==> src/include/ilfs_pkg.sv <==
// Package: constants and types for the idle letters feed-out sequencer
package ilfs_pkg;

   // Main shaft revolution rate; one tick per revolution
   localparam int unsigned CLOCK_HZ        = 250000000;
   localparam int unsigned SHAFT_PER_MIN   = 600;
   // Revolutions per second first, so the product never overflows 32 bits
   localparam int unsigned TICK_CYCLES     = CLOCK_HZ / (SHAFT_PER_MIN / 60);
   // Idle delays in seconds, as selectable
   localparam int unsigned DELAY_SHORT_S   = 4;
   localparam int unsigned DELAY_LONG_S    = 16;
   localparam int unsigned DELAY_SHORT_TK  = DELAY_SHORT_S * SHAFT_PER_MIN / 60;
   localparam int unsigned DELAY_LONG_TK   = DELAY_LONG_S * SHAFT_PER_MIN / 60;

   // Code and count widths
   localparam int unsigned CODE_W          = 5;
   localparam logic [4:0]  LETTERS_CODE    = 5'h1F;
   // Front ratchet: one step per six characters (0.6 inch at ten per inch)
   localparam logic [2:0]  FRONT_TEETH     = 3'h6;
   localparam int unsigned STEP_W          = 5;
   // Largest step count, 18 inches in 0.6 inch steps
   localparam logic [4:0]  STEP_MAX        = 5'h1E;
   localparam logic [4:0]  STEP_MAX_SHORT  = 5'h06;

   typedef enum logic [1:0] {
      ILFS_IDLE,
      ILFS_WAIT,
      ILFS_FEED
   } ilfs_mode_t;

endpackage

==> src/hw/ilfs_buf2.sv <==
// Two-entry valid/ready buffer for punch codes
`timescale 1ns/1ps
module ilfs_buf2 (
   // Clock and reset
   input  wire logic       clock,
   input  wire logic       srst,
   // Fill side
   input  wire logic       in_valid,
   output logic            in_ready,
   input  wire logic [4:0] in_data,
   // Drain side
   output logic            out_valid,
   input  wire logic       out_ready,
   output logic [4:0]      out_data
);
   import ilfs_pkg::*;

   typedef struct packed {
      logic [1:0][4:0] mem;
      logic            rd;
      logic            wr;
      logic [1:0]      cnt;
   } ilfs_buf_t;

   ilfs_buf_t s;
   ilfs_buf_t next_s;
   logic      push;
   logic      pop;

   ////////////////////////////////////////////////////////////////////
   // Honest full and empty from the count
   assign in_ready  = (s.cnt != 2'h2);
   assign out_valid = (s.cnt != 2'h0);
   assign out_data  = s.mem[s.rd];
   assign push      = in_valid && in_ready;
   assign pop       = out_valid && out_ready;

   always_comb begin
      next_s = s;
      if (push) begin
         next_s.mem[s.wr] = in_data;
         next_s.wr        = ~s.wr;
      end
      if (pop) begin
         next_s.rd = ~s.rd;
      end
      next_s.cnt = s.cnt + {1'b0, push} - {1'b0, pop};
   end

   always_ff @(posedge clock) begin
      if (srst) begin
         s <= '0;
      end else begin
         s <= next_s;
      end
   end

   // A stalled punch must keep seeing the same code
   a_buf_hold_stall : assert property (@(posedge clock) disable iff (srst)
      out_valid && !out_ready |=> out_valid && $stable(out_data))
      else $error("buffer dropped code under stall");

endmodule // ilfs_buf2

==> src/hw/ilfs_seq.sv <==
// Idle letters feed-out sequencer: idle timer, metering and punch trigger
`timescale 1ns/1ps

// Function
// - End of message enables the two-stage metering counter, counting from the next tick.
// - Feed-out is released once the front stage leaves its start position.
// - While released, every tick with no character held and room in the punch buffer trips a punch cycle with the letters code.
// - At the terminal position feed-out stops, metering halts and counters return to zero.
// - The terminal count is an input, so the filler length is selectable.
// - After a run the sequencer stays idle until a new character arrives.
// - A character during feed-out ends it at once and is punched normally.
// - A first character overlapping a feed-out punch is held until the punch is clear.
// - Feed-out starts only after a selectable idle delay of 4 or 16 seconds.
// - Length is chosen in 0.6 inch steps up to 3.6 or 18 inches by variant.
// - Each received character clears and re-arms the idle timer.
// - The filler is the letters code with all five positions marked.
module ilfs_seq #(
   parameter int unsigned TICK_DIV  = ilfs_pkg::TICK_CYCLES,
   parameter int unsigned DLY_SHORT = ilfs_pkg::DELAY_SHORT_TK,
   parameter int unsigned DLY_LONG  = ilfs_pkg::DELAY_LONG_TK
) (
   // Clock and reset
   input  wire logic                  clock,
   input  wire logic                  srst,
   // Options
   input  wire logic                  long_delay,
   input  wire logic                  long_variant,
   input  wire logic [4:0]            feed_steps,
   // From the character receiver
   input  wire logic                  char_valid,
   input  wire logic [ilfs_pkg::CODE_W-1:0] char_code,
   // To the punch
   output logic                       punch_valid,
   input  wire logic                  punch_ready,
   output logic [ilfs_pkg::CODE_W-1:0] punch_code,
   // Status
   output logic                       feeding,
   output logic                       tick
);
   import ilfs_pkg::*;

   typedef struct packed {
      ilfs_mode_t  mode;
      logic [31:0] div;
      logic [31:0] idle;
      logic [2:0]  front;
      logic [4:0]  back;
      logic        heard;
      logic        held;
      logic [4:0]  held_code;
      logic        tick;
   } ilfs_state_t;

   ilfs_state_t s;
   ilfs_state_t next_s;
   logic        in_valid;
   logic        in_ready;
   logic [4:0]  in_data;
   logic [4:0]  term;
   logic [31:0] dly;

   // Terminal step clamp for the short and long variants
   function automatic logic [4:0] clamp_steps(input logic [4:0] req, input logic lng);
      logic [4:0] lim;
      lim = lng ? STEP_MAX : STEP_MAX_SHORT;
      clamp_steps = (req == 5'h00) ? 5'h01 : ((req > lim) ? lim : req);
   endfunction

   ////////////////////////////////////////////////////////////////////
   // Option decode
   assign term = clamp_steps(feed_steps, long_variant);
   assign dly  = long_delay ? DLY_LONG : DLY_SHORT;

   ////////////////////////////////////////////////////////////////////
   // Next-state logic
   always_comb begin
      next_s   = s;
      in_valid = 1'b0;
      in_data  = LETTERS_CODE;
      // Shaft divider makes the one-cycle tick
      next_s.tick = 1'b0;
      if (s.div >= TICK_DIV - 1) begin
         next_s.div  = '0;
         next_s.tick = 1'b1;
      end else begin
         next_s.div = s.div + 32'h00000001;
      end
      // Received character goes first; held one if the buffer is full
      if (s.held) begin
         in_valid = 1'b1;
         in_data  = s.held_code;
         if (in_ready) begin
            next_s.held = 1'b0;
         end
      end
      if (char_valid) begin
         next_s.heard = 1'b1;
         next_s.idle  = '0;
         if (s.mode == ILFS_FEED) begin
            next_s.mode  = ILFS_IDLE;
            next_s.front = '0;
            next_s.back  = '0;
         end
         if (!s.held && in_ready) begin
            in_valid = 1'b1;
            in_data  = char_code;
         end else begin
            next_s.held      = 1'b1;
            next_s.held_code = char_code;
         end
      end else if (s.tick) begin
         case (s.mode)
            ILFS_IDLE: begin
               if (s.heard) begin
                  next_s.mode = ILFS_WAIT;
                  next_s.idle = '0;
               end
            end
            ILFS_WAIT: begin
               if (s.idle + 32'h00000001 >= dly) begin
                  next_s.mode  = ILFS_FEED;
                  next_s.heard = 1'b0;
                  next_s.front = '0;
                  next_s.back  = '0;
               end else begin
                  next_s.idle = s.idle + 32'h00000001;
               end
            end
            ILFS_FEED: begin
               // Front ratchet steps each tick, back every sixth
               if (s.front != 3'h0 || s.back != 5'h00) begin
                  if (!s.held) begin
                     in_valid = 1'b1;
                     in_data  = LETTERS_CODE;
                  end
               end
               if (s.front == FRONT_TEETH - 3'h1) begin
                  next_s.front = '0;
                  if (s.back + 5'h01 >= term) begin
                     next_s.mode = ILFS_IDLE;
                     next_s.back = '0;
                  end else begin
                     next_s.back = s.back + 5'h01;
                  end
               end else begin
                  next_s.front = s.front + 3'h1;
               end
            end
            default: next_s.mode = ILFS_IDLE;
         endcase
      end
   end

   ////////////////////////////////////////////////////////////////////
   // State register
   always_ff @(posedge clock) begin
      if (srst) begin
         s <= '0;
      end else begin
         s <= next_s;
      end
   end

   // Punch path buffer; a stalled punch loses no buffered code, but fillers offered while it is full are dropped
   ilfs_buf2 u_buf (
      .clock     (clock),
      .srst      (srst),
      .in_valid  (in_valid),
      .in_ready  (in_ready),
      .in_data   (in_data),
      .out_valid (punch_valid),
      .out_ready (punch_ready),
      .out_data  (punch_code)
   );

   assign feeding = (s.mode == ILFS_FEED);
   assign tick    = s.tick;

   ////////////////////////////////////////////////////////////////////
   // Checks
   a_char_ends_feed : assert property (@(posedge clock) disable iff (srst)
      char_valid && s.mode == ILFS_FEED |=> s.mode == ILFS_IDLE)
      else $error("feed-out not ended by character");
   a_feed_needs_char : assert property (@(posedge clock) disable iff (srst)
      s.mode == ILFS_IDLE && !s.heard && !char_valid |=> s.mode == ILFS_IDLE)
      else $error("restart without character");
   a_idle_rearm : assert property (@(posedge clock) disable iff (srst)
      char_valid |=> s.idle == 32'h0 && s.heard)
      else $error("idle timer not cleared");
   a_char_wins : assert property (@(posedge clock) disable iff (srst)
      char_valid && !s.held && in_ready |-> in_data == char_code)
      else $error("filler beat character");
   a_no_lost_char : assert property (@(posedge clock) disable iff (srst)
      char_valid && !in_ready |=> s.held && s.held_code == $past(char_code))
      else $error("first character lost");
   a_filler_code : assert property (@(posedge clock) disable iff (srst)
      in_valid && !char_valid && !s.held |-> in_data == 5'h1F)
      else $error("filler not letters");
   a_tick_only : assert property (@(posedge clock) disable iff (srst)
      s.mode == ILFS_WAIT && !s.tick && !char_valid |=> $stable(s.idle))
      else $error("timer moved without tick");
   a_meter_start : assert property (@(posedge clock) disable iff (srst)
      $rose(s.mode == ILFS_FEED) |-> s.front == 3'h0 && s.back == 5'h00)
      else $error("meter not at start");
   a_meter_stop : assert property (@(posedge clock) disable iff (srst)
      $fell(s.mode == ILFS_FEED) |-> s.front == 3'h0 && s.back == 5'h00)
      else $error("meter not returned");
   a_first_quiet : assert property (@(posedge clock) disable iff (srst)
      s.mode == ILFS_FEED && s.front == 3'h0 && s.back == 5'h00 && !char_valid
      && !s.held |-> !in_valid)
      else $error("released at start");
   a_feed_punch : assert property (@(posedge clock) disable iff (srst)
      s.tick && s.mode == ILFS_FEED && s.front != 3'h0 && !char_valid && !s.held
      |-> in_valid)
      else $error("missed filler");

endmodule // ilfs_seq

==> config.mk <==
export PLATFORM = sky130hd
export DESIGN_NAME = ilfs_seq
export DESIGN_NICKNAME = d
export VERILOG_FILES = /design/src/include/ilfs_pkg.sv /design/src/hw/ilfs_buf2.sv /design/src/hw/ilfs_seq.sv
export SDC_FILE = /design/constraint.sdc
export NUM_CORES = 1
export LEC_CHECK = 0
export BUFFER_PORTS_ARGS = -buffer_cell sky130_fd_sc_hd__buf_4
export CORE_MARGIN = 8
export CORE_UTILIZATION = 65
export DETAILED_ROUTE_END_ITERATION = 6
export HOLD_SLACK_MARGIN = 0.12
export PLACE_DENSITY = 0.84
export SKIP_CTS_REPAIR_TIMING = 1
export SLEW_MARGIN = 40
export SYNTH_ARGS = -nofsm -noshare
export SYNTH_HDL_FRONTEND = slang
export SYNTH_SLANG_ARGS = --single-unit
==> constraint.sdc <==
create_clock -name clock -period 7.05 [get_ports clock]
set_input_delay 1.0575 -clock clock [delete_from_list [all_inputs] [get_ports clock]]
set_output_delay 1.0575 -clock clock [all_outputs]
set_load 0.03 [all_outputs]
---- Yosys cells after proc, flatten, opt, wreduce, memory -nomap -nowiden ----
Index checks and enable logic that the tools add are counted.
word-level totals
  bits in registers ....................... 96
  bits of input ports ..................... 16
  output and inout port bits .............. 8
operators by class
  $add $sub $neg .......................... 6
  $lt $le $gt $ge ......................... 7
  eq/ne operators ......................... 11
  mux-type cells .......................... 48
  bitwise operators ....................... 3
  reduce and logical (&&, ||, !) cells .... 24
operators by type and width
  operator               count
  $mux 5                 15
  $add 32x1->32 const B  2
  $mux 32                2
  $pmux 32 s2            1
  $ge 32x25->1 const B   1
  $ge 32x8->1            1
  $mux 9                 3
  $mux 8                 2
  $pmux 8 s2             1
  $mux 2                 7
  $mux 6                 2
  $reduce_bool 2->1      6
  $mux 1                 11
  $bwmux 10              1
  $reduce_and 4->1       2
  $ne 2x2->1 const B     3
  $ne 3x2->1 const B     2
  $ne 3x3->1 const B     2
  $pmux 2 s3             1
  $reduce_and 6->1       1
  $add 5x1->5 const B    1
  $demux 5 s1            1
  $ge 5x5->1             1
  $gt 5x5->1             1
  22 further kinds       29

---- Logic depth before layout (Yosys ltp) ----
  depth after elaboration ................. 10
  gate-level depth with buffers ........... 15
  gate-level depth less buffers ........... 15

---- Modules after synthesis ----
From an unflattened synthesis, not the netlist that was laid out.
unflattened totals
  cell total of the unflattened synthesis .. 612
  area, all modules ....................... 5,170.0 µm²
by module, submodules not included
  module     times used  cells each  area an instance (µm²)  sequential area each (µm²)
  ilfs_seq   1           539         4,481.8                 1,641.6
  ilfs_buf2  1           73          688.2                   280.3

---- Worst setup path after synthesis ----
OpenSTA, ideal clock, no wires.
  path type ............................... input -> register
  start point ............................. input port long_variant
  end point ............................... register s[10] in the netlist's numbering
  data arrival time ....................... 3,640 ps
  required time ........................... 6,981 ps
  setup slack ............................. 3,341 ps
  cell stages on the path ................. 13
  buffers on the path ..................... 0
  cells stage by stage .................... inv_1 ha_1 a21oi_1 nand3_1 nand2_1 ha_1 nand2b_1 a21o_1 a21o_1 a21o_1 a211o_1 or4b_2 o21ai_1
on the way
  longest elaborated chain between the ends .. 10
ends and longest elaborated chain
  item                    line             RTL
  start: declaration      ilfs_seq.sv:27   input wire logic long_variant,
  $mux 5 *                ilfs_seq.sv:65   lim = lng ? STEP_MAX : STEP_MAX_SHORT;
  $gt 5x5->1              ilfs_seq.sv:66   clamp_steps = (req == 5'h00) ? 5'h01 : ((req > lim) ? lim : req);
  $mux 5 * (2 in a row)   ilfs_seq.sv:66
  $ge 5x5->1 *            ilfs_seq.sv:139  if (s.back + 5'h01 >= term) begin
  $mux 5 *                ilfs_seq.sv:139
  $mux 5 *                ilfs_seq.sv:137  if (s.front == FRONT_TEETH - 3'h1) begin
  $pmux 8 s2 *            ilfs_seq.sv:112  case (s.mode)
  $mux 9 *                ilfs_seq.sv:111  end else if (s.tick) begin
  $mux 9 *                ilfs_seq.sv:96   if (char_valid) begin
  end signal: assignment  ilfs_seq.sv:160  s <= next_s;
  end: declaration        ilfs_seq.sv:54   ilfs_state_t s;
Every way passes the cells marked *; elsewhere a longest branch is shown, timed or not. The select of a mux whose other input is x is not followed.
A chain may end at the register's enable or synchronous reset.

---- Final worst setup path ----
  start point ............................. register s[16] in the netlist's numbering
  end point ............................... register s[23] in the netlist's numbering
on the way
  longest elaborated chain between the ends .. 4
  elaborated cells on any way between the ends .. 6
  classes of those cells .................. add/sub: 1; order compare: 1; eq/ne: 1; mux: 2; reduce/logical: 1
ends and longest elaborated chain
  item                        line                              RTL
  $add 32x1->32 *             ilfs_seq.sv:120, ilfs_seq.sv:126
  $ge 32x8->1                 ilfs_seq.sv:120                   if (s.idle + 32'h00000001 >= dly) begin
  $ne 2x2->1 (no line)        n/a
  $reduce_and 4->1 (no line)  n/a
Marked as above.

==> results.md <==
- Die X: 103 um
- Outcome: finished, final reports clean
- Synth Area in Simple Gates: 0.286
- Place WS: 2850 ps
- Tmin final: 3960 ps
- Worst skew pair latency: 360 ps
- CTS Sinks: 96
- Max-cap viol count: 0
- Worst Setup Start Kind: flip-flop
- Lkg Pwr: 2.22 nW
- Layout cells sized above 1: 0.105
- Post-synthesis sequential area ratio: 0.394
- CP Buf/Inv Count: 1
- Final worst slack: 3090 ps
- Aggregate global routing overflow: 0
- HP Class: flip-flop to flip-flop
- FF+latch count, synth: 96
- Pwr Total: 1.17 mW
- Ranking of synthesized cells by area: dfxtp_1, nor2_1, ha_1
- Worst Tran Pin Value: 668 ps
- CP max stage delay: 610 ps
- Final setup vio count: 0
- Post-synthesis adder-cell area fraction: 0.0487
- Vias in the first global route: 4,058
- Crit path top cell by count: nor4_4
- Buffers on Ports: 23
- Critical path class: flip-flop to flip-flop
- # fillers: 555
- Post-Synth XOR/XNOR Area: 0.0736
- Post-DR vias/cell: 5.88
- Total wire length: 10.1 mm
- Crit path max-delay family: simple AND/OR/NAND/NOR gates
- Crit path capture type: flip-flop
- Synth top area share: 0.394
- Worst slew margin: 0.552
- Cell taking the most area after synthesis: dfxtp_1
- Routed vias: 4,046
- Antenna diodes: 0
- Unrepaired setup endpoints after global routing: false
- Largest net degree at the start of global routing: 40
- Mux cell area share after synthesis: 0.0505
- Slew Viols, Final: 0
- Die Y: 103 um
- WP data arrival: 4220 ps
- Clock skew: 7.77 ps
- Starting Density: 0.672
- Floorplan row count: 31
- First-pass GRT wire length: 17.4 mm
- Critical-path maximum fanout: 16
- Post-Syn Instances: 563
- Multi-input logic area: 2800 um2
- Root Buffer: clkbuf_8
- CP max-delay cell: or4b_1
- Setup_tns: 0 ps
- Critical-path cell list: ha_1 > nand3_2 > nor4_4 > and4_1 > o22ai_1 > or4b_1 > nor4_4 > o21ai_1 > buf_4 > a31o_2
- Post-Syn Area per Cell: 8.66 um2
- Register Area: 1920 um2
- DRC errors left: 0
- Final Hold Viols: 0
- 1st-iter DRT viols: 192
- CTS buffer count: 9
- Largest family of logic cells by synthesized area: simple AND/OR/NAND/NOR gates
- CTS tree: built
- Die footprint: 10,500 um2
- Post-synth top flop: dfxtp_1
- Ports: 24
- Detail Placement HPWL: 7.23 mm
- CTS H-tree depth: 3
- P per Cell Area: 220 nW/um2
- Ys Warns: 0
- Req. time, crit path: 7310 ps
- Antenna violations before repair: 0
- Fraction of registers with async set/reset: 0
- Final period util: 0.562
- Compound-Gate Fraction of Synth Area: 0.107
- DR pass1 iterations: 4
- Final design utilization: 0.735
- CTS clk-pin slew, worst paths: 90 ps
- Core ar.: 7250 um2
- Fmax: 252 MHz
- Longest Clk Path Bufs: 2
- Post-synth cell types: 59
- Syn-to-layout area delta: 9.24%
- Nets: 619
- GP Congestion: 0.875
- DR WL/cell: 14.7 um
- Number of flops mapped to enable cells by yosys: 0
- GRT Total Usage: 0.204
- Antenna-violating nets left: 0
- Peak supply drop: 0.000153 V
- Cell Area, Synth: 4880 um2
==> per-layer routing <==
metal / share of wire / GRT usage
met5: 0 / 0
met4: 0.016 / 0.0835
met3: 0.037 / 0.0412
met2: 0.50 / 0.368
met1: 0.45 / 0.228
==> flip-flops by register name, indices dropped and copies added, names as in the netlist <==
register	flops
u_buf.s	14
tick	1
s	81
==> stage by stage <==
stage	instance area, um2	std cells	hold WS (ps)
after floorplan	4900	569	418
after global placement	5120	672	433
after detailed placement	5130	672	441
after CTS	5330	688	462
after global routing	5330	688	484
final	5330	688	458
==> report_power, final <==
group          switching [mW]  leakage [nW]  internal, mW
logic                   0.119          1.34        0.0955
registers              0.0245         0.779         0.573
clock network           0.184         0.101         0.175
total                   0.327          2.22         0.844
==> cell usage in the layout (no fill, tap or decap), types with 10 or more instances in the layout <==
cell type	count
ha_1	19
nor3_1	12
a21oi_1	14
buf_4	25
nand4_1	17
xor2_1	20
dfxtp_1	96
nand2_1	39
inv_1	27
nor2_1	78
and3_1	28
nand3_1	28
clkbuf_8	10
o21ai_0	16
mux2i_1	19
xnor2_1	21
==> worst register-to-register path, stage by stage, from the launching register on <==
cell	delay, ps
dfxtp_1	450
ha_1	260
nand3_2	210
nor4_4	510
and4_1	260
o22ai_1	70
or4b_1	610
nor4_4	560
o21ai_1	390
buf_4	290
a31o_2	240
==> synthesized netlist by cell type (all sizes together) (2+ instances only) <==
| library cell | number |
|---|---|
| nand3 | 30 |
| xor2 | 20 |
| o22ai | 2 |
| dfxtp | 96 |
| o21a | 4 |
| ha | 19 |
| and2 | 3 |
| and3 | 28 |
| nand3b | 2 |
| nand2b | 3 |
| and4 | 5 |
| a21o | 5 |
| nand4 | 19 |
| a211oi | 4 |
| buf | 4 |
| a31oi | 3 |
| nor3 | 13 |
| mux2i | 19 |
| xnor2 | 21 |
| clkbuf | 17 |
| or3 | 3 |
| nor4 | 11 |
| inv | 27 |
| nor2 | 78 |
| or4 | 6 |
| a21oi | 14 |
| a211o | 3 |
| mux2 | 5 |
| o211ai | 7 |
| nand4b | 4 |
| or4b | 3 |
| nor2b | 5 |
| o21ai | 20 |
| nand2 | 39 |
| o31a | 4 |
| o31ai | 3 |
| a31o | 2 |
==> cell type report <==
class,instances,share of cell area
Inverter,27,0.0190
Clock buffer,12,0.0272
Tap cell,99,0.0233
Multi-Input combinational cell,425,0.525
Timing Repair Buffer,25,0.0352
Clock inverter,4,0.00986
Sequential cell,96,0.361
==> cell families (layout without fill, tap and decap cells) <==
family	Yosys count	count (layout)
mux	24	24
other cells	1	7
simple gates	256	256
buf+inv	48	68
flops	96	96
compound gates	78	78
fa+ha+maj	19	19
xor+xnor	41	41
==> path summary, 6_finish.rpt <==
check | start | endpoint | slack [ps] | depth (start not counted)
max | s[16] | s[23] | 3090 | 10
min | s[48] | s[48] | 460 | 1
max reg2reg | s[16] | s[23] | 3090 | 10
min reg2reg | s[48] | s[48] | 460 | 1
(Power assumes the default switching activity.)
